## src/include/rps_defs.svh

```systemverilog
`ifndef RPS_DEFS_SVH
`define RPS_DEFS_SVH

`define RPS_ADDR_UP_ORDER 8'h09
`define RPS_ADDR_UP_DELAYS 8'h0A
`define RPS_ADDR_DN_ORDER 8'h0B
`define RPS_ADDR_DN_DELAYS 8'h0C
`define RPS_ADDR_PG_STATUS 8'h0F

`define RPS_RST_UP_ORDER 8'hE4
`define RPS_RST_UP_DELAYS 8'h55
`define RPS_RST_DN_ORDER 8'h1E
`define RPS_RST_DN_DELAYS 8'hE0

`define RPS_DN_FIRST_BIT 1
`define RPS_DN_SCALE_BIT 0
`define RPS_DN_SCALE_SHIFT 4
`define RPS_UP_TICK_ADD 9'h001
`define RPS_DN_BASE_TICKS 9'h002
`define RPS_ONE_TICK 9'h001
`define RPS_LAST_STEP 2'h3
`define RPS_FIRST_STEP 2'h0
`define RPS_STEP_INC 2'h1

`define RPS_PG_GATE_HIGH_BIT 6
`define RPS_PG_INV_CONV_BIT 5
`define RPS_PG_SOURCE_POS_BIT 4
`define RPS_PG_GATE_LOW_BIT 3
`define RPS_PG_SOURCE_NEG_BIT 1

`define RPS_CLK_MHZ 125
`define RPS_BASE_MS 3

`endif

```

## src/include/rps_pkg.sv

```systemverilog
package rps_pkg;
	typedef enum logic [2:0] {
		S_OFF,
		S_WAIT_INV_PG,
		S_UP_DLY,
		S_ON,
		S_DN_DLY
	} rps_state_type;
endpackage : rps_pkg

```

## src/rtl/rps_ms_timer.sv

```systemverilog
`timescale 1ns/100ps
`default_nettype none
`include "rps_defs.svh"

module rps_ms_timer #(
	parameter int BASE_CYCLES = 375000
) (
	input wire logic clk, // system clock
	input wire logic reset, // async reset, high
	input wire logic start, // load and run, one-cycle pulse
	input wire logic [8:0] ticks, // delay in base ticks
	output logic done // one-cycle pulse at expiry
);
	localparam int PRE_W = $clog2(BASE_CYCLES);
	localparam logic [PRE_W-1:0] PRE_LAST = PRE_W'(BASE_CYCLES - 1);

	logic [PRE_W-1:0] pre_ff;
	logic [8:0] cnt_ff;
	logic busy_ff;

	// a fresh start restarts the prescaler too, so delays are exact multiples
	always_ff @(posedge clk or posedge reset) begin
		if (reset) begin
			pre_ff <= '0;
			cnt_ff <= 9'h000;
			busy_ff <= 1'b0;
			done <= 1'b0;
		end else begin
			done <= 1'b0;
			if (start) begin
				pre_ff <= '0;
				cnt_ff <= ticks;
				busy_ff <= 1'b1;
			end else if (busy_ff) begin
				if (pre_ff == PRE_LAST) begin
					pre_ff <= '0;
					if (cnt_ff == `RPS_ONE_TICK) begin
						busy_ff <= 1'b0;
						done <= 1'b1;
					end else begin
						cnt_ff <= cnt_ff - `RPS_ONE_TICK;
					end
				end else begin
					pre_ff <= pre_ff + PRE_W'(1);
				end
			end
		end
	end

	a_timer_expiry: assert property (@(posedge clk) disable iff (reset)
		(busy_ff && !start && pre_ff == PRE_LAST && cnt_ff == `RPS_ONE_TICK) |=> (done && !busy_ff))
		else $error("timer did not expire on last tick");
endmodule : rps_ms_timer
`default_nettype wire

```

## src/rtl/rps_sequencer.sv

```systemverilog
`timescale 1ns/100ps
`default_nettype none
`include "rps_defs.svh"

module rps_sequencer #(
	parameter int BASE_TICK_CYCLES = `RPS_BASE_MS * 1000 * `RPS_CLK_MHZ
) (
	input wire logic clk, // system clock
	input wire logic reset, // async reset, high
	input wire logic reg_wr, // register write strobe
	input wire logic reg_rd, // register read strobe
	input wire logic [7:0] reg_addr, // register address
	input wire logic [7:0] reg_wdata, // write data
	output logic [7:0] reg_rdata, // read data, valid cycle after reg_rd
	input wire logic wake_input, // high requests power up
	input wire logic inverting_converter_power_good, // inverting converter in regulation
	input wire logic gate_high_pg, // gate high rail good
	input wire logic source_pos_pg, // source positive rail good
	input wire logic gate_low_pg, // gate low rail good
	input wire logic source_neg_pg, // source negative rail good
	output logic inv_conv_en, // inverting converter enable
	output logic gate_high_rail_en, // gate high rail enable
	output logic source_positive_rail_en, // source positive rail enable
	output logic gate_low_rail_en, // gate low rail enable
	output logic source_negative_rail_en, // source negative rail enable
	output logic [3:0] sequence_step, // step 1..4 pulses, bit 0 is step 1
	output logic sequence_up, // direction of last step pulse
	output logic power_good_output_out, // open-drain data, always low
	output logic power_good_output_oe // high pulls power good low
);
	logic [7:0] up_order_ff;
	logic [7:0] up_delays_ff;
	logic [7:0] dn_order_ff;
	logic [7:0] dn_delays_ff;
	rps_pkg::rps_state_type state_ff;
	logic [1:0] step_ff;
	logic tmr_start_ff;
	logic [8:0] tmr_ticks_ff;
	logic tmr_done;
	logic tmr_fire;
	logic [3:0] rail_en_ff;
	logic [3:0] rail_pg;
	logic all_good;

	// rail index: 0 source neg, 1 gate low, 2 source pos, 3 gate high
	assign rail_pg = {gate_high_pg, source_pos_pg, gate_low_pg, source_neg_pg};
	assign all_good = &rail_pg;
	// a done already in flight when a fresh start lands belongs to the cut run, not the new one
	assign tmr_fire = tmr_done && !tmr_start_ff;
	assign gate_high_rail_en = rail_en_ff[3];
	assign source_positive_rail_en = rail_en_ff[2];
	assign gate_low_rail_en = rail_en_ff[1];
	assign source_negative_rail_en = rail_en_ff[0];
	assign power_good_output_out = 1'b0;

	function automatic logic [1:0] fld(input logic [7:0] r, input logic [1:0] i);
		fld = 2'(r >> {i, 1'b0});
	endfunction : fld

	function automatic logic [8:0] up_ticks(input logic [1:0] code);
		up_ticks = {7'h00, code} + `RPS_UP_TICK_ADD;
	endfunction : up_ticks

	function automatic logic [8:0] dn_ticks(input logic [1:0] code, input logic scale);
		logic [8:0] t;
		t = `RPS_DN_BASE_TICKS << code;
		dn_ticks = scale ? 9'(t << `RPS_DN_SCALE_SHIFT) : t;
	endfunction : dn_ticks

	function automatic logic [8:0] dn_first(input logic [7:0] r);
		dn_first = r[`RPS_DN_FIRST_BIT] ? `RPS_DN_BASE_TICKS : `RPS_ONE_TICK;
	endfunction : dn_first

	// registers; changes during a running sequence take effect at the next step
	always_ff @(posedge clk or posedge reset) begin
		if (reset) begin
			up_order_ff <= `RPS_RST_UP_ORDER;
			up_delays_ff <= `RPS_RST_UP_DELAYS;
			dn_order_ff <= `RPS_RST_DN_ORDER;
			dn_delays_ff <= `RPS_RST_DN_DELAYS;
		end else if (reg_wr) begin
			if (reg_addr == `RPS_ADDR_UP_ORDER) begin
				up_order_ff <= reg_wdata;
			end else if (reg_addr == `RPS_ADDR_UP_DELAYS) begin
				up_delays_ff <= reg_wdata;
			end else if (reg_addr == `RPS_ADDR_DN_ORDER) begin
				dn_order_ff <= reg_wdata;
			end else if (reg_addr == `RPS_ADDR_DN_DELAYS) begin
				dn_delays_ff <= reg_wdata;
			end
		end
	end

	always_ff @(posedge clk or posedge reset) begin
		if (reset) begin
			reg_rdata <= 8'h00;
		end else if (reg_rd) begin
			if (reg_addr == `RPS_ADDR_UP_ORDER) begin
				reg_rdata <= up_order_ff;
			end else if (reg_addr == `RPS_ADDR_UP_DELAYS) begin
				reg_rdata <= up_delays_ff;
			end else if (reg_addr == `RPS_ADDR_DN_ORDER) begin
				reg_rdata <= dn_order_ff;
			end else if (reg_addr == `RPS_ADDR_DN_DELAYS) begin
				reg_rdata <= dn_delays_ff;
			end else if (reg_addr == `RPS_ADDR_PG_STATUS) begin
				reg_rdata <= 8'h00;
				reg_rdata[`RPS_PG_GATE_HIGH_BIT] <= gate_high_pg;
				reg_rdata[`RPS_PG_INV_CONV_BIT] <= inverting_converter_power_good;
				reg_rdata[`RPS_PG_SOURCE_POS_BIT] <= source_pos_pg;
				reg_rdata[`RPS_PG_GATE_LOW_BIT] <= gate_low_pg;
				reg_rdata[`RPS_PG_SOURCE_NEG_BIT] <= source_neg_pg;
			end else begin
				reg_rdata <= 8'h00;
			end
		end
	end

	// sequencing; wake falling during the up delays aborts into power-down at step 1, while waiting for converter good it returns to off
	always_ff @(posedge clk or posedge reset) begin
		if (reset) begin
			state_ff <= rps_pkg::S_OFF;
			step_ff <= `RPS_FIRST_STEP;
			tmr_start_ff <= 1'b0;
			tmr_ticks_ff <= 9'h000;
			inv_conv_en <= 1'b0;
			sequence_step <= 4'h0;
			sequence_up <= 1'b0;
		end else begin
			tmr_start_ff <= 1'b0;
			sequence_step <= 4'h0;
			case (state_ff)
				rps_pkg::S_OFF: begin
					if (wake_input) begin
						inv_conv_en <= 1'b1;
						state_ff <= rps_pkg::S_WAIT_INV_PG;
					end
				end
				rps_pkg::S_WAIT_INV_PG: begin
					if (!wake_input) begin
						inv_conv_en <= 1'b0;
						state_ff <= rps_pkg::S_OFF;
					end else if (inverting_converter_power_good) begin
						step_ff <= `RPS_FIRST_STEP;
						tmr_start_ff <= 1'b1;
						tmr_ticks_ff <= up_ticks(fld(up_delays_ff, `RPS_FIRST_STEP));
						state_ff <= rps_pkg::S_UP_DLY;
					end
				end
				rps_pkg::S_UP_DLY: begin
					if (!wake_input) begin
						step_ff <= `RPS_FIRST_STEP;
						tmr_start_ff <= 1'b1;
						tmr_ticks_ff <= dn_first(dn_delays_ff);
						state_ff <= rps_pkg::S_DN_DLY;
					end else if (tmr_fire) begin
						sequence_step[step_ff] <= 1'b1;
						sequence_up <= 1'b1;
						if (step_ff == `RPS_LAST_STEP) begin
							state_ff <= rps_pkg::S_ON;
						end else begin
							step_ff <= step_ff + `RPS_STEP_INC;
							tmr_start_ff <= 1'b1;
							tmr_ticks_ff <= up_ticks(fld(up_delays_ff, step_ff + `RPS_STEP_INC));
						end
					end
				end
				rps_pkg::S_ON: begin
					if (!wake_input) begin
						step_ff <= `RPS_FIRST_STEP;
						tmr_start_ff <= 1'b1;
						tmr_ticks_ff <= dn_first(dn_delays_ff);
						state_ff <= rps_pkg::S_DN_DLY;
					end
				end
				rps_pkg::S_DN_DLY: begin
					if (tmr_fire) begin
						sequence_step[step_ff] <= 1'b1;
						sequence_up <= 1'b0;
						if (step_ff == `RPS_LAST_STEP) begin
							inv_conv_en <= 1'b0;
							state_ff <= rps_pkg::S_OFF;
						end else begin
							step_ff <= step_ff + `RPS_STEP_INC;
							tmr_start_ff <= 1'b1;
							tmr_ticks_ff <= dn_ticks(fld(dn_delays_ff, step_ff + `RPS_STEP_INC),
								dn_delays_ff[`RPS_DN_SCALE_BIT]);
						end
					end
				end
				default: begin
					state_ff <= rps_pkg::S_OFF;
				end
			endcase
		end
	end

	rps_ms_timer #(
		.BASE_CYCLES(BASE_TICK_CYCLES)
	) u_timer (
		.clk(clk),
		.reset(reset),
		.start(tmr_start_ff),
		.ticks(tmr_ticks_ff),
		.done(tmr_done)
	);

	// every rail whose code matches the pulsed step switches in the same edge
	genvar gi;
	generate
		for (gi = 0; gi < 4; gi++) begin : g_rail
			always_ff @(posedge clk or posedge reset) begin
				if (reset) begin
					rail_en_ff[gi] <= 1'b0;
				end else if (sequence_up && sequence_step[fld(up_order_ff, 2'(gi))]) begin
					rail_en_ff[gi] <= 1'b1;
				end else if (!sequence_up && sequence_step[fld(dn_order_ff, 2'(gi))]) begin
					rail_en_ff[gi] <= 1'b0;
				end
			end

			a_up_rail_order: assert property (@(posedge clk) disable iff (reset)
				$rose(rail_en_ff[gi]) |-> $past(sequence_up)
				&& $past(sequence_step[fld(up_order_ff, 2'(gi))]))
				else $error("rail enabled on wrong step");
			a_dn_rail_order: assert property (@(posedge clk) disable iff (reset)
				$fell(rail_en_ff[gi]) |-> !$past(sequence_up)
				&& $past(sequence_step[fld(dn_order_ff, 2'(gi))]))
				else $error("rail disabled on wrong step");
		end
	endgenerate

	// registered so a glitch on one good input cannot flicker the pin
	always_ff @(posedge clk or posedge reset) begin
		if (reset) begin
			power_good_output_oe <= 1'b1;
		end else begin
			power_good_output_oe <= !all_good;
		end
	end

	a_pg_release: assert property (@(posedge clk) disable iff (reset)
		!all_good |=> power_good_output_oe && !power_good_output_out)
		else $error("power good released while a rail is bad");
	a_rst_up_order: assert property (@(posedge clk) disable iff (reset)
		$past(reset) |-> up_order_ff == `RPS_RST_UP_ORDER)
		else $error("up order reset value wrong");
	a_rst_dn_order: assert property (@(posedge clk) disable iff (reset)
		$past(reset) |-> dn_order_ff == `RPS_RST_DN_ORDER)
		else $error("down order reset value wrong");
	a_rst_delays: assert property (@(posedge clk) disable iff (reset)
		$past(reset) |-> up_delays_ff == `RPS_RST_UP_DELAYS
		&& dn_delays_ff == `RPS_RST_DN_DELAYS)
		else $error("delay reset values wrong");
	a_up_first_dly: assert property (@(posedge clk) disable iff (reset)
		(state_ff == rps_pkg::S_WAIT_INV_PG && wake_input && inverting_converter_power_good)
		|=> tmr_start_ff
		&& tmr_ticks_ff == {7'h00, fld(up_delays_ff, `RPS_FIRST_STEP)} + `RPS_UP_TICK_ADD)
		else $error("first up delay wrong");
	a_up_step_dly: assert property (@(posedge clk) disable iff (reset)
		(state_ff == rps_pkg::S_UP_DLY && tmr_start_ff && step_ff != `RPS_FIRST_STEP)
		|-> tmr_ticks_ff == {7'h00, fld(up_delays_ff, step_ff)} + `RPS_UP_TICK_ADD)
		else $error("up step delay wrong");
	a_dn_step_dly: assert property (@(posedge clk) disable iff (reset)
		(state_ff == rps_pkg::S_DN_DLY && tmr_start_ff && step_ff != `RPS_FIRST_STEP)
		|-> tmr_ticks_ff == 9'((`RPS_DN_BASE_TICKS << fld(dn_delays_ff, step_ff))
		<< (dn_delays_ff[`RPS_DN_SCALE_BIT] ? `RPS_DN_SCALE_SHIFT : 0)))
		else $error("down step delay wrong");
	a_dn_scale: assert property (@(posedge clk) disable iff (reset)
		(state_ff == rps_pkg::S_DN_DLY && tmr_start_ff && step_ff != `RPS_FIRST_STEP
		&& dn_delays_ff[`RPS_DN_SCALE_BIT]) |-> tmr_ticks_ff[3:0] == 4'h0)
		else $error("down scale not applied");
	a_dn_first_dly: assert property (@(posedge clk) disable iff (reset)
		((state_ff == rps_pkg::S_ON || state_ff == rps_pkg::S_UP_DLY) && !wake_input)
		|=> tmr_start_ff && state_ff == rps_pkg::S_DN_DLY
		&& tmr_ticks_ff == (dn_delays_ff[`RPS_DN_FIRST_BIT] ? `RPS_DN_BASE_TICKS : `RPS_ONE_TICK))
		else $error("wake low did not start power-down");
	a_step_ascend: assert property (@(posedge clk) disable iff (reset)
		(sequence_step != 4'h0) |-> $onehot(sequence_step)
		&& sequence_step[$past(step_ff)])
		else $error("step pulse not single or out of order");
endmodule : rps_sequencer
`default_nettype wire

```

## config.mk

```make
export PLATFORM = sky130hd
export DESIGN_NAME = rps_sequencer
export DESIGN_NICKNAME = d
export VERILOG_FILES = /design/src/include/rps_pkg.sv /design/src/rtl/rps_ms_timer.sv /design/src/rtl/rps_sequencer.sv
export VERILOG_INCLUDE_DIRS = /design/src /design/src/include
export SDC_FILE = /design/constraint.sdc
export NUM_CORES = 1
export LEC_CHECK = 0
export ABC_AREA = 1
export BUFFER_PORTS_ARGS = -buffer_cell sky130_fd_sc_hd__buf_2
export CAP_MARGIN = 10
export CORE_ASPECT_RATIO = 0.8
export CORE_MARGIN = 4
export CORE_UTILIZATION = 48
export DETAILED_ROUTE_END_ITERATION = 6
export HOLD_SLACK_MARGIN = 0.02
export PLACE_DENSITY = 0.81
export SETUP_SLACK_MARGIN = 0.15
export SLEW_MARGIN = 20
export SYNTH_ARGS = -nofsm -noshare
export SYNTH_HDL_FRONTEND = slang
export SYNTH_HIERARCHICAL = 1
export SYNTH_SLANG_ARGS = --single-unit
export TNS_END_PERCENT = 20
```

## constraint.sdc

```tcl
create_clock -name clk -period 1.7 [get_ports clk]
set_input_delay 0.085 -clock clk [delete_from_list [all_inputs] [get_ports clk]]
set_output_delay 0.085 -clock clk [all_outputs]
set_load 0.03 [all_outputs]
```

**Word-level counts from Yosys, hierarchy flattened**

Cells that the tools add are included.

- Register bits: 96
- Input bits: 26
- Output and inout bits: 20

- Add/sub/neg operators: 5
- Order comparisons: 10
- Equality and inequality tests: 27
- Shifts and indexed selects: 3
- Mux-type cells: 93
- Bitwise operators: 3
- Reduce and logical (&&, ||, !) cells: 34

Operators by type and width:

| operator | count |
|---|---|
| $mux 9 | 13 |
| $mux 19 | 3 |
| $eq 8x4->1 const B | 5 |
| $mux 1 | 38 |
| $pmux 9 s4 | 1 |
| $mux 8 | 4 |
| $lt 2x3->1 const B | 9 |
| $mux 3 | 9 |
| $ne 2x2->1 const B | 11 |
| $add 19x1->19 const B | 1 |
| $eq 19x19->1 const B | 1 |
| $bmux 1 s2 | 8 |
| $reduce_and 4->1 | 4 |
| $shr 8x3->2 | 2 |
| $pmux 3 s5 | 1 |
| $mux 2 | 7 |
| $reduce_bool 2->1 | 7 |
| $ne 3x3->1 const B | 4 |
| $logic_and 1x1->1 | 10 |
| $reduce_and 5->1 | 2 |
| $eq 9x1->1 const B | 1 |
| $shl 2x2->9 const A | 1 |
| $sub 9x1->9 const B | 1 |
| $mux 4 | 2 |
| other kinds (23) | 30 |

**Depth between registers and ports, before layout**

Gate-level depths: netlist of run 1.

- Word-level depth: 7
- Mapped depth: 14
- Depth with buffers taken out: 13

**By module**

Netlist of run 1, hierarchy kept.

Modules (own cells, without submodules):

| module | times used | cells an instance | area each (um^2) | sequential area each (um^2) |
|---|---|---|---|---|
| rps_sequencer | 1 | 485 | 3789.9 | 1671.6 |
| rps_ms_timer | 1 | 286 | 1944.4 | 750.7 |

**Worst setup path after synthesis of run 1**

OpenSTA, ideal clock, no wires.

- Kind: register -> register
- Start: reg step_ff[0]
- End: reg tmr_ticks_ff[1]
- Library setup time: 0.117 ns
- Arrival time: 1.806 ns
- Required time: 1.583 ns
- Path slack: -0.223 ns
- Stages on the path, launching flop included: 15
- Buffers on the path: 1
- Clock period less this slack: 1.923 ns
- Cell sequence: dfrtp_1 > buf_2 > inv_2 > ha_1 > inv_1 > nand3_1 > nand2_1 > inv_1 > ha_1 > nand2_1 > nand2_1 > nor2_1 > nand2_1 > nand2_1 > nand2_1

- Cells in the longest elaborated chain, start to end: 7
- Elaborated cells between the ends (all ways): 16

RTL lines:

| element | RTL line | text |
|---|---|---|
| start, declared | rps_sequencer.sv:36 | `logic [1:0] step_ff;` |
| start signal, assigned | rps_sequencer.sv:123 | `` step_ff <= `RPS_FIRST_STEP; `` |
| start signal, assigned | rps_sequencer.sv:144 | `` step_ff <= `RPS_FIRST_STEP; `` |
| start signal, assigned | rps_sequencer.sv:152 | `` step_ff <= `RPS_FIRST_STEP; `` |
| $add 2x1->2 (no source line) | n/a |  |
| $shr 8x3->2 | rps_sequencer.sv:57 | `fld = 2'(r >> {i, 1'b0});` |
| $add 2x1->3 (no source line) or $shl 2x2->9 (tied branches) | n/a |  |
| $mux 9, on equally long branches | rps_sequencer.sv:159, rps_sequencer.sv:67 |  |
| $mux 9, on equally long branches | rps_sequencer.sv:156, rps_sequencer.sv:180 |  |
| $mux 9, on equally long branches | rps_sequencer.sv:151, rps_sequencer.sv:177 |  |
| $pmux 9 s4 | rps_sequencer.sv:132 | `case (state_ff)` |
| end signal, assigned | rps_sequencer.sv:154 | `tmr_ticks_ff <= dn_first(dn_delays_ff);` |
| end signal, assigned | rps_sequencer.sv:164 | `` tmr_ticks_ff <= up_ticks(fld(up_delays_ff, step_ff + `RPS_STEP_INC)); `` |
| end signal, assigned | rps_sequencer.sv:172 | `tmr_ticks_ff <= dn_first(dn_delays_ff);` |
| end, declared | rps_sequencer.sv:38 | `logic [8:0] tmr_ticks_ff;` |

Parallel ways exist; a longest one is shown, timed or not. The select of a mux whose other input is x is not followed.
A chain may end at the register's enable or synchronous reset.

**Final worst setup path of run 1**

Same ends and word-level chain as after synthesis.

==> results of run 1 <==
[registers in the layout (all words and copies together), names as in the netlist, 2 cells and up]
signal          cells
u_timer/pre_ff     19
tmr_ticks_ff        9
u_timer/cnt_ff      9
dn_delays_ff        8
dn_order_ff         8
reg_rdata           8
up_delays_ff        8
up_order_ff         8
sequence_step       4
state_ff            3
step_ff             2
[report_power, final]
part / internal, uW / switching (uW)
combinational: 1370 / 1970
clock: 1040 / 998
sequential: 2600 / 390
[Yosys cell counts (all sizes together)]
master | number | share of area (%)
dfrtp | 80 | 35
nand4 | 20 | 2.3
nand3 | 66 | 6.6
xnor2 | 1 | 0.15
buf | 13 | 2.1
o22ai | 3 | 0.33
clkbuf | 3 | 0.20
nand2 | 227 | 16
conb | 1 | 0.065
inv | 99 | 6.5
a21oi | 17 | 1.5
a211oi | 6 | 0.79
and2 | 2 | 0.22
ha | 9 | 2.0
and3 | 2 | 0.22
o21ai | 92 | 9.4
or2 | 1 | 0.11
a31o | 1 | 0.15
o211ai | 4 | 0.52
dfstp | 16 | 7.3
o21bai | 3 | 0.59
nor2 | 87 | 6.3
xor2 | 2 | 0.31
nor3 | 16 | 1.8
[cell families after synthesis]
kind of cell	count (synthesis)	share of synthesized area (%)
other	1	0.0654
adder cells (fa/ha/maj)	9	1.96
buffers and inverters	115	8.86
AO/OA/AOI/OAI	126	13.3
XOR/XNOR	3	0.458
AND/OR/NAND/NOR	421	33.1
flip-flops	96	42.2
[worst max-delay path by stage]
| stage | from | to | slack (ns) | cells past startpoint |
|---|---|---|---|---|
| after floorplan | step_ff[0] | tmr_ticks_ff[1] | -0.02 | 14 |
| after global placement | step_ff[0] | tmr_ticks_ff[1] | 0.02 | 11 |
| after detailed placement | step_ff[0] | tmr_ticks_ff[1] | 0.005 | 11 |
| after CTS | step_ff[0] | tmr_ticks_ff[1] | -0.01 | 13 |
| after global routing | step_ff[0] | tmr_ticks_ff[1] | -0.16 | 11 |
| final | step_ff[0] | tmr_ticks_ff[1] | -0.03 | 11 |
[cell type report]
type,count,area (um2)
Clock buffer,9,225
Clock inverter,7,70.1
Fill cell,1023,4780
Inverter,99,385
Multi-Input combinational cell,560,2990
Sequential cell,96,2420
Tap cell,148,185
Timing Repair Buffer,80,538
[critical path: cells and delay by family, from the launching register on]
family	cells	cell delay [ns]
buf+inv	1	0.04
compound gates	2	0.27
simple gates	6	0.37
fa+ha+maj	2	0.51
flops	1	0.42
[routing by layer]
metal  up-vias  wire (um)
met1      2545       7070
met5         -          0
met2       235       6530
li1       2667          -
met4         0        198
met3        20       1330
[per-stage QoR]
stage          util, %  std cells  setup slack, ns  total power, uW  hold slack, ns
6_report          58.8        999          -0.0263             8380          0.0277
5_1_grt           58.8        999           -0.157             8980          0.0454
4_1_cts           56.9        993          -0.0139             7840          0.0223
3_5_place_dp      53.5        966          0.00484             5700           0.156
3_3_place_gp      53.5        966           0.0246             5590           0.153
2_1_floorplan        -        771          -0.0163             4920           0.158
[timing repair]
action,in CTS,in global routing
buffers inserted,7,6
hold buffers,4,0
hold endpoints to repair,48,0
endpoints found under the setup margin,35,42
gates resized for setup,7,48
pin swaps,6,23
==> impl_summary.log, run 1 <==
INFO  metric antenna_diode_count = 0
INFO  metric worstPathRequired = 1.94 ns
INFO  metric via_count_of_the_first_global_routing_pass = 5040
INFO  metric violated_checks = setup timing
INFO  metric use_met3 = 5.37%
INFO  metric layout_min_cycle_time = 1.73 ns
INFO  metric hold_path_start = reg_wdata[7]
INFO  metric tritoncts = built
INFO  metric top_level_ports = between 40 and 50
INFO  metric setup.reg_to_reg.worst_slack = -0.03 ns
INFO  metric antenna_found_initial = 0
INFO  metric master_cell_of_the_clock_root_buffer = sky130_fd_sc_hd__clkbuf_16
INFO  metric cts_sinks = 96
INFO  metric cp_data_arrival_time = 1.97 ns
INFO  metric start_util = 49.4%
INFO  metric gpl.final_weighted_congestion = 0.895
INFO  metric final.setup.tns = -0.0263 ns
INFO  metric grt_most_used_layer = met1
INFO  metric total_leakage_power = 0.00334 uW
INFO  metric synth_area = approximately 0.0057 mm2
INFO  metric wl = ~15000 um
INFO  metric drc = 0
INFO  metric final_common_cell = sky130_fd_sc_hd__nand2_1
INFO  metric drt-pass1-iter-count = 5
INFO  metric synth_cells = 771
INFO  metric grt_first_pass_wirelength = 24600 um
INFO  metric layout_setup_ws = -0.0263 ns
INFO  metric worst_r2r_path_depth = 11
INFO  metric design_area = between 0.006 and 0.007 mm2
INFO  metric crit_path_cell_trace = inv_8 > ha_4 > o21ai_2 > o22ai_2 > ha_4 > nand2_2 > nand2_2 > nor2_2 > nand2_1 > nand2_1 > nand2_1
INFO  metric clock_slew_seen_by_the_registers_of_the_worst_setup_and_hold_paths = 0.07 ns
INFO  metric flow.area_growth_from_synthesis = 19.0%
INFO  metric die_height = 106 um
INFO  metric maxSlewHeadroom = between 60% and 70%
INFO  metric drv_slew = 0
INFO  metric part_of_the_yosys_area_used_for_sequential_elements = 42.2%
INFO  metric max_clock_freq = 579 MHz
INFO  metric max_slew.worst_pin.slew = just over 0.5 ns
INFO  metric layout.cells.most_common_list = sky130_fd_sc_hd__nand2_1 (200), sky130_fd_sc_hd__inv_1 (85), sky130_fd_sc_hd__dfrtp_1 (78)
INFO  metric mappedNetlistNets = 806
INFO  metric yosysWarnings = 6
INFO  metric maximum_capacitance_violations = 0
INFO  metric vdd.ir_drop.worst = 715 uV
INFO  metric timing.setup.critical_path_class = flop to flop
INFO  metric finClkSkew = 0.0126 ns
INFO  metric hold_depth = 3
INFO  metric start_kind = flop
INFO  metric route.vias.total = 5467
INFO  metric yosysUniqueCellTypes = 41
INFO  metric grt_util_met1 = 35.0%
INFO  metric tritoncts.num_buffers = 9
INFO  metric synth.avg_cell_area = 7.44 um2
INFO  metric timing.hold.worst.class = input pin to flop
INFO  metric setup-violations-final = 1
INFO  metric die_area = between 0.01 and 0.015 mm2
INFO  metric crit_slowest_cell = sky130_fd_sc_hd__dfrtp_2
INFO  metric core = 0.0116 mm2
INFO  metric holdPathEnd = dn_delays_ff[7]
INFO  metric rsz_0062_raised_after_global_routing = true
INFO  metric grt_start_max_net_pins = 31
INFO  metric pwr_per_cell_area = 1230 mW/mm2
INFO  metric max_stage_delay = 0.42 ns
INFO  metric routedWlPerCell = 15.2 um
INFO  metric placement.cell_area = around 0.0062 mm2
INFO  metric run_status = complete, but fails checks
INFO  metric vias_per_inst = 5.47
INFO  metric grtUsageTotal = between 20 and 25%
INFO  metric placement.io_buffers = 44
INFO  metric post_detailed_route_count_of_antenna_violating_nets = 0
INFO  metric std_cell_rows = 35
INFO  metric grt.overflow.total = 0
INFO  metric finalHoldViolCount = 0
INFO  metric regToRegEndpoint = tmr_ticks_ff[1]
INFO  metric dpl.hpwl = 10900 um
INFO  metric worst_setup_path_end_kind = flop
INFO  metric met2_track_usage_gr = between 30% and 40%
INFO  metric clock_path_buffers = 2
INFO  metric cts_max_level = 3
INFO  metric clock_latency = 0.36 ns
INFO  metric timing.critical_path.mode_cell = sky130_fd_sc_hd__nand2_1
INFO  metric fraction_of_layout_instances_using_a_drive_strength_above_1 = 25.7%
INFO  metric drt_first_iter_violations = 561
INFO  metric finish.net_count = 881
INFO  metric timing.rr.start = step_ff[0]
INFO  metric layout_worst_path_cycle_share = 102%
INFO  metric ys_seq_elements = 96
INFO  metric crit_path_max_fanout = 4
INFO  metric die_x = ~130 um
Power figures use the tool's default switching activity.
==> run 2: changes to the inputs <==
- CORE_ASPECT_RATIO: 0.8 -> 0.5
- CTS_BUF_LIST: default -> sky130_fd_sc_hd__clkbuf_16
==> impl_summary.log, run 2 (synthesized netlist as in run 1, its figures left out) <==
INFO  metric final.setup.tns = 0 ns (was -0.0263 ns)
INFO  metric rsz_0062_raised_after_global_routing = true (unchanged)
INFO  metric finalHoldViolCount = 0 (unchanged)
INFO  metric area_of_the_multi_input_gates = 0.00288 mm2 (was 0.00299 mm2)
INFO  metric master_cell_of_the_clock_root_buffer = sky130_fd_sc_hd__clkbuf_16 (unchanged)
INFO  metric placement.io_buffers = 44 (unchanged)
INFO  metric grt.overflow.total = 0 (unchanged)
INFO  metric vdd.ir_drop.worst = 560 uV (was 715 uV)
INFO  metric clock_path_buffers = 2 (unchanged)
INFO  metric final_common_cell = sky130_fd_sc_hd__nand2_1 (unchanged)
INFO  metric grtUsageTotal = 22.0% (was 22.5%)
INFO  metric crit_path_max_fanout = 4 (unchanged)
INFO  metric run_status = finished clean (was complete, but fails checks)
INFO  metric largest_reg_flops = 19 (unchanged)
INFO  metric timing.hold.worst.class = input pin to flop (unchanged)
INFO  metric cts_max_level = 3 (unchanged)
INFO  metric die_x = 163 um (was 130 um)
INFO  metric worst_setup_path_end_kind = flop (unchanged)
INFO  metric dpl.hpwl = 10700 um (was 10900 um)
INFO  metric drt-pass1-iter-count = 5 (unchanged)
INFO  metric drt_first_iter_violations = 638 (was 561)
INFO  metric max_clock_freq = 589 MHz (was 579 MHz)
INFO  metric cp_data_arrival_time = 1.93 ns (was 1.97 ns)
INFO  metric vias_per_inst = 5.35 (was 5.47)
INFO  metric setup-violations-final = 0 (was 1)
INFO  metric std_cell_rows = 27 (was 35)
INFO  metric maximum_capacitance_violations = 0 (unchanged)
INFO  metric grt_first_pass_wirelength = 25000 um (was 24600 um)
INFO  metric drc = 0 (unchanged)
INFO  metric top_level_ports = 46 (unchanged)
INFO  metric clock_slew_seen_by_the_registers_of_the_worst_setup_and_hold_paths = 0.07 ns (about the same)
INFO  metric wl = 14700 um (was 15100 um)
INFO  metric worst_hold_slack = 0.0311 ns (was 0.0277 ns)
INFO  metric top_register = u_timer/pre_ff (unchanged)
INFO  metric start_util = 50.7% (was 49.4%)
INFO  metric tritoncts = built (unchanged)
INFO  metric gpl.final_weighted_congestion = 0.901 (was 0.895)
INFO  metric flow.area_growth_from_synthesis = 16.0% (was 19.0%)
INFO  metric drv_slew = 0 (unchanged)
INFO  metric finClkSkew = 0.00930 ns (was 0.0126 ns)
INFO  metric antenna_diode_count = 0 (unchanged)
INFO  metric via_count_of_the_first_global_routing_pass = 5118 (was 5040)
INFO  metric layout.filler_cells = 1003 (was 1023)
INFO  metric cts_sinks = 96 (unchanged)
INFO  metric finish.net_count = 876 (was 881)
INFO  metric layout_top_registers = u_timer/pre_ff: 19 flops, tmr_ticks_ff: 9 flops, u_timer/cnt_ff: 9 flops (unchanged)
INFO  metric antenna_found_initial = 0 (unchanged)
INFO  metric post_detailed_route_count_of_antenna_violating_nets = 0 (unchanged)
INFO  metric postLayoutCoreUtil = 58.8% (about the same)
INFO  metric clock_latency = 0.35 ns (was 0.36 ns)
INFO  metric routedWlPerCell = 14.6 um (was 15.2 um)
INFO  metric layout_min_cycle_time = 1.70 ns (was 1.73 ns)
INFO  metric pwr_per_cell_area = 1200 mW/mm2 (was 1230 mW/mm2)
INFO  metric fraction_of_layout_instances_using_a_drive_strength_above_1 = 21.6% (was 25.7%)
INFO  metric die_height = 85.3 um (was 106 um)
INFO  metric total_leakage_power = 0.00332 uW (was 0.00334 uW)
INFO  metric start_kind = flop (unchanged)
INFO  metric route.vias.total = 5372 (was 5467)
INFO  metric sequential_cell_area = 0.00242 mm2 (about the same)
INFO  metric die_area = 0.0139 mm2 (was 0.0138 mm2)
INFO  metric timing.setup.critical_path_class = flop to flop (unchanged)
INFO  metric tritoncts.num_buffers = 9 (unchanged)
INFO  metric layout.cells.most_common_list = sky130_fd_sc_hd__nand2_1 (211), sky130_fd_sc_hd__inv_1 (89), sky130_fd_sc_hd__dfrtp_1 (79) (was sky130_fd_sc_hd__nand2_1 (200), sky130_fd_sc_hd__inv_1 (85), sky130_fd_sc_hd__dfrtp_1 (78))
INFO  metric core = 0.0113 mm2 (was 0.0116 mm2)
INFO  metric grt_start_max_net_pins = 67 (was 31)
INFO  metric worstPathRequired = 1.94 ns (about the same)
INFO  metric layout_worst_path_cycle_share = 99.9% (was 102%)
## run 2: per-layer routing
metal	vias to the layer above	wire length, um	GRT usage (%)
met3	24	1080	4.17
li1	2645	-	-
met1	2489	6550	29.6
met2	214	6870	36.8
met5	-	0	0
met4	0	227	5.63
## run 2: report_power, final
group	total [uW]	internal (uW)	switching [uW]
Clock	2030	1130	902
Combinational	3000	1140	1860
Sequential	2970	2610	362
## run 2: cell type report
type	instances	area share (%)
clock buffers	9	3.39
clock inverters	7	0.959
inverters	99	5.83
multi-input cells	560	43.3
flip-flops and latches	96	36.4
well taps	159	2.99
repair buffers	75	7.11
## run 2: worst max-delay path, stage by stage (launching register included)
cell and delay (ns):
sky130_fd_sc_hd__dfrtp_2 0.41, sky130_fd_sc_hd__inv_8 0.04, sky130_fd_sc_hd__ha_4 0.29, sky130_fd_sc_hd__o21ai_1 0.07
sky130_fd_sc_hd__o22ai_1 0.16, sky130_fd_sc_hd__ha_1 0.25, sky130_fd_sc_hd__nand2_1 0.07, sky130_fd_sc_hd__nand2_1 0.04
sky130_fd_sc_hd__nor2_1 0.09, sky130_fd_sc_hd__nand2_1 0.06, sky130_fd_sc_hd__nand2_1 0.06, sky130_fd_sc_hd__nand2_1 0.05
## run 2: path summary, 6_finish.rpt
check / start / to / slack, ns / depth (start not counted)
worst min-delay path: reg_wdata[2] / up_order_ff[2] / 0.03 / 3
worst min register to register: reg_rdata[1] / reg_rdata[1] / 0.49 / 2
max in group asynchronous: reset / up_delays_ff[4] / 0.98 / 4
min in group asynchronous: reset / source_negative_rail_en / 0.38 / 4
worst max register to register: step_ff[0] / tmr_ticks_ff[1] / 0.001 / 11
worst max-delay path: step_ff[0] / tmr_ticks_ff[1] / 0.001 / 11
## run 2: timing repair
item                                    CTS  global route
hold endpoints to repair                 81             0
cloned                                    0             0
gates resized for setup                  17             5
hold buffers                              3             0
buffers inserted                          7             1
endpoints found under the setup margin   34            41
pin swaps                                 6             0
## run 2: through the flow
step	area (um2)	worst slack, ns	cells	power (uW)
2_1_floorplan	5760	-0.0163	771	4920
3_3_place_gp	6210	0.0116	978	5550
3_5_place_dp	6210	-0.0112	978	5680
4_1_cts	6630	-0.0232	1004	7920
5_1_grt	6650	-0.0958	1005	8560
6_report	6650	0.00105	1005	8010
==> run 3: changes to the inputs <==
- SYNTH_HIERARCHICAL: 1 -> default
==> impl_summary.log, run 3 <==
INFO  metric run_status = finished clean (unchanged)
INFO  metric timing.hold.worst.class = input pin to flop (unchanged)
INFO  metric synthArstFlopShare = 100% (unchanged)
INFO  metric finClkSkew = 0.00482 ns (was 0.00930 ns)
INFO  metric antenna_diode_count = 0 (unchanged)
INFO  metric route.vias.total = 5399 (was 5372)
INFO  metric hold_path_start = reg_wdata[4] (was reg_wdata[2])
INFO  metric flow.area_growth_from_synthesis = 22.8% (was 16.0%)
INFO  metric gpl.final_weighted_congestion = 0.895 (was 0.901)
INFO  metric cp_data_arrival_time = 1.93 ns (about the same)
INFO  metric std_cell_rows = 27 (unchanged)
INFO  metric grtUsageTotal = 21.3% (was 22.0%)
INFO  metric synth_most_common_cell = sky130_fd_sc_hd__nand2_1 (unchanged)
INFO  metric setup-violations-final = 0 (unchanged)
INFO  metric worst_setup_path_end_kind = flop (unchanged)
INFO  metric routedWlPerCell = 14.6 um (about the same)
INFO  metric worstPathRequired = 1.94 ns (about the same)
INFO  metric rsz_0062_raised_after_global_routing = true (unchanged)
INFO  metric regToRegEndpoint = tmr_ticks_ff[1] (unchanged)
INFO  metric die_x = 163 um (about the same)
INFO  metric synth_area = 0.00577 mm2 (was 0.00573 mm2)
INFO  metric worst_hold_slack = 0.0374 ns (was 0.0311 ns)
INFO  metric master_cell_of_the_clock_root_buffer = sky130_fd_sc_hd__clkbuf_16 (unchanged)
INFO  metric via_count_of_the_first_global_routing_pass = 5067 (was 5118)
INFO  metric grt_start_max_net_pins = 42 (was 67)
INFO  metric layout.cells.most_common_list = sky130_fd_sc_hd__nand2_1 (206), sky130_fd_sc_hd__inv_1 (87), sky130_fd_sc_hd__dfrtp_1 (78) (was sky130_fd_sc_hd__nand2_1 (211), sky130_fd_sc_hd__inv_1 (89), sky130_fd_sc_hd__dfrtp_1 (79))
INFO  metric crit_path_max_fanout = 4 (unchanged)
INFO  metric maximum_capacitance_violations = 0 (unchanged)
INFO  metric ys_dominant_reg_cell = sky130_fd_sc_hd__dfrtp_1 (unchanged)
INFO  metric net_switching_power = 2890 uW (was 3130 uW)
INFO  metric post_detailed_route_count_of_antenna_violating_nets = 0 (unchanged)
INFO  metric use_met3 = 3.74% (was 4.17%)
INFO  metric start_kind = flop (unchanged)
INFO  metric yosys.area_share.xor_xnor = 0.455% (was 0.458%)
INFO  metric clock_power_share = 28.3% (was 25.4%)
INFO  metric fraction_of_layout_instances_using_a_drive_strength_above_1 = 26.6% (was 21.6%)
INFO  metric layout_worst_path_cycle_share = 99.0% (was 99.9%)
INFO  metric grt_first_pass_wirelength = 24400 um (was 25000 um)
INFO  metric grt.overflow.total = 0 (unchanged)
INFO  metric grt_util_met1 = 28.1% (was 29.6%)
INFO  metric drc = 0 (unchanged)
INFO  metric drt_first_iter_violations = 488 (was 638)
INFO  metric postLayoutCoreUtil = 62.4% (was 58.8%)
INFO  metric placement.io_buffers = 44 (unchanged)
INFO  metric core = 0.0114 mm2 (was 0.0113 mm2)
INFO  metric simple_gate_share_of_the_synthesized_area = 33.1% (about the same)
INFO  metric hold_depth = 3 (unchanged)
INFO  metric top_register = u_timer.pre_ff (was u_timer/pre_ff)
INFO  metric layout_min_cycle_time = 1.68 ns (was 1.70 ns)
INFO  metric die_height = 85.5 um (was 85.3 um)
INFO  metric synth_compound_area_share = 13.0% (was 13.3%)
INFO  metric drv_slew = 0 (unchanged)
INFO  metric synth_mux_area_share = 0% (unchanged)
INFO  metric yosysWarnings = 0 (was 6)
INFO  metric finish.net_count = 892 (was 876)
INFO  metric final_common_cell = sky130_fd_sc_hd__nand2_1 (unchanged)
INFO  metric pre_cts_ws = -0.162 ns (was -0.0112 ns)
INFO  metric vdd.ir_drop.worst = 668 uV (was 560 uV)
INFO  metric yosysTopAreaCellShare = 34.7% (was 34.9%)
INFO  metric synth_cells = 780 (was 771)
INFO  metric wl = 14900 um (was 14700 um)
INFO  metric mappedNetlistNets = 817 (was 806)
INFO  metric cts_sinks = 96 (unchanged)
INFO  metric layout_setup_ws = 0.0170 ns (was 0.00105 ns)
INFO  metric synth_edf_count = 0 (unchanged)
INFO  metric vias_per_inst = 5.30 (was 5.35)
INFO  metric grt_most_used_layer = met2 (unchanged)
INFO  metric antenna_found_initial = 0 (unchanged)
INFO  metric power.share.sequential = 38.5% (was 37.1%)
INFO  metric placement.cell_area = 0.00625 mm2 (was 0.00621 mm2)
INFO  metric internal_power_contribution = 4860 uW (was 4880 uW)
INFO  metric max_clock_freq = 594 MHz (was 589 MHz)
INFO  metric tritoncts.num_buffers = 9 (unchanged)
INFO  metric timing.rr.start = step_ff[0] (unchanged)
INFO  metric fin_cells = 1019 (was 1005)
INFO  metric cts_max_level = 3 (unchanged)
INFO  metric clock_path_buffers = 2 (unchanged)
INFO  metric layout_top_registers = u_timer.pre_ff: 19 flops, tmr_ticks_ff: 9 flops, u_timer.cnt_ff: 9 flops (was u_timer/pre_ff: 19 flops, tmr_ticks_ff: 9 flops, u_timer/cnt_ff: 9 flops)
INFO  metric top_level_ports = 46 (unchanged)
INFO  metric yosys-top-cells-count = sky130_fd_sc_hd__nand2_1 (215), sky130_fd_sc_hd__inv_1 (95), sky130_fd_sc_hd__nor2_1 (84), sky130_fd_sc_hd__dfrtp_1 (80), sky130_fd_sc_hd__nand3_1 (60) (was sky130_fd_sc_hd__nand2_1 (215), sky130_fd_sc_hd__inv_1 (91), sky130_fd_sc_hd__dfrtp_1 (80), sky130_fd_sc_hd__nor2_1 (80), sky130_fd_sc_hd__nand3_1 (59))
INFO  metric post-synth-top-area-cell = sky130_fd_sc_hd__dfrtp_1 (unchanged)
INFO  metric part_of_the_yosys_area_used_for_sequential_elements = 42.0% (was 42.2%)
INFO  metric setup.reg_to_reg.worst_slack = 0.02 ns (was 0.001 ns)
INFO  metric clock_latency = 0.35 ns (about the same)
INFO  metric worst_r2r_path_depth = 12 (was 11)
INFO  metric area_share_of_fa_ha_maj_cells_after_synthesis = 2.38% (was 1.96%)
INFO  metric finalHoldViolCount = 0 (unchanged)
INFO  metric drt-pass1-iter-count = 5 (unchanged)
INFO  metric design_area = 0.00709 mm2 (was 0.00665 mm2)
INFO  metric tritoncts = built (unchanged)
INFO  metric p_comb_share = 33.2% (was 37.5%)
INFO  metric yosysUniqueCellTypes = 47 (was 41)
INFO  metric start_util = 50.8% (was 50.7%)
INFO  metric largest_reg_flops = 19 (unchanged)
INFO  metric synth_top_cells_by_area = sky130_fd_sc_hd__dfrtp_1 (35%), sky130_fd_sc_hd__nand2_1 (14%), sky130_fd_sc_hd__dfstp_2 (7.3%) (unchanged)
INFO  metric ys_seq_elements = 96 (unchanged)
INFO  metric die_area = 0.0139 mm2 (about the same)
INFO  metric pwr_per_cell_area = 1090 mW/mm2 (was 1200 mW/mm2)
INFO  metric dpl.hpwl = 10600 um (was 10700 um)
INFO  metric maxSlewHeadroom = 62.3%
INFO  metric clock_slew_seen_by_the_registers_of_the_worst_setup_and_hold_paths = 0.07 ns (about the same)
INFO  metric met2_track_usage_gr = 36.7% (was 36.8%)
INFO  metric max_slew.worst_pin.slew = 0.564 ns
INFO  metric p_sw_share = 37.3% (was 39.1%)
INFO  metric synth.avg_cell_area = 7.40 um2 (was 7.44 um2)
INFO  metric holdPathEnd = up_delays_ff[4] (was up_order_ff[2])
INFO  metric placed_cells_incl_taps = 988 (was 978)
INFO  metric total_leakage_power = 0.00350 uW (was 0.00332 uW)
INFO  metric timing.setup.critical_path_class = flop to flop (unchanged)
INFO  metric synth_top_family_by_area = simple AND/OR/NAND/NOR gates (unchanged)
## run 3: changes by cell type in the layout (fill, tap and decap cells not counted), moves of 4 or more
cell and change:
sky130_fd_sc_hd__nor2_1 -18, sky130_fd_sc_hd__nor2_2 +12, sky130_fd_sc_hd__nor2_4 +7, sky130_fd_sc_hd__nor3_1 -7, sky130_fd_sc_hd__inv_2 +6, sky130_fd_sc_hd__nand2_1 -5, sky130_fd_sc_hd__nand4_1 -5, sky130_fd_sc_hd__o21a_1 +5
sky130_fd_sc_hd__o21ai_2 -5, sky130_fd_sc_hd__nand2_4 +4, sky130_fd_sc_hd__o211ai_1 -4, sky130_fd_sc_hd__o21bai_1 +4
## run 3: logic make-up (layout without fill, tap and decap cells)
| group | Yosys count | after routing |
|---|---|---|
| simple gates | 418 | 418 |
| compound gates | 130 | 130 |
| buf+inv | 121 | 201 |
| flops | 96 | 96 |
| fa+ha+maj | 11 | 11 |
| xor+xnor | 3 | 3 |
| other cells | 1 | 1 |
## run 3: how the worst max path moves through the flow
stage | endpoint | from | slack (ns) | depth (start not counted)
2_1_floorplan | tmr_ticks_ff[1] | step_ff[0] | -0.37 | 15
4_1_cts | tmr_ticks_ff[1] | step_ff[1] | -0.009 | 12
5_1_grt | tmr_ticks_ff[1] | step_ff[0] | -0.08 | 12
6_report | tmr_ticks_ff[1] | step_ff[0] | 0.02 | 12
3_5_place_dp | tmr_ticks_ff[1] | step_ff[0] | -0.16 | 12
3_3_place_gp | tmr_ticks_ff[1] | step_ff[0] | -0.05 | 12
## run 3: critical path: stages (launching register included)
cell and delay (ns):
sky130_fd_sc_hd__dfrtp_1 0.39, sky130_fd_sc_hd__inv_2 0.10, sky130_fd_sc_hd__ha_4 0.23, sky130_fd_sc_hd__inv_4 0.08, sky130_fd_sc_hd__o21ai_4 0.06, sky130_fd_sc_hd__o22ai_4 0.13
sky130_fd_sc_hd__ha_4 0.23, sky130_fd_sc_hd__inv_2 0.04, sky130_fd_sc_hd__nor2_2 0.03, sky130_fd_sc_hd__a21oi_2 0.10, sky130_fd_sc_hd__nand2_1 0.07, sky130_fd_sc_hd__nor2_2 0.08
sky130_fd_sc_hd__nor2_1 0.04
## run 3: area by class of cell
class	count	area, um2
Clock buffer	9	225
Clock inverter	7	96.3
Fill cell	966	4260
Inverter	104	402
Multi-Input combinational cell	563	3170
Sequential cell	96	2420
Tap cell	159	199
Timing Repair Buffer	81	569
## run 3: what timing repair did
item | 4_1_cts | 5_1_grt
hold buffers | 6 | 0
gates resized for setup | 24 | 86
endpoints found under the hold margin | 20 | 0
pin swaps | 12 | 41
buffers inserted | 2 | 7
endpoints found under the setup margin | 19 | 44
## run 3: per-layer routing
layer	up-vias	part of all wire, %
met3	36	4.3
met5	-	0
met2	152	49
met4	0	2.2
li1	2671	-
met1	2540	45
## run 3: power groups by stage
| stage | combinational, uW | sequential, uW | clock, uW |
|---|---|---|---|
| 6_report | 2570 | 2980 | 2190 |
| 5_1_grt | 2880 | 3030 | 2320 |
| 4_1_cts | 2240 | 2950 | 2210 |
| 3_5_place_dp | 2160 | 2990 | 0 |
| 3_3_place_gp | 2100 | 2980 | 0 |
| 2_1_floorplan | 1540 | 3020 | 0 |
## run 3: through the flow
step                      setup TNS, ns  total power, uW
after floorplan                  -0.563             4550
after detailed placement         -0.162             5150
after global routing            -0.0816             8240
final                                 0             7740
after global placement          -0.0499             5070
after CTS                      -0.00860             7410
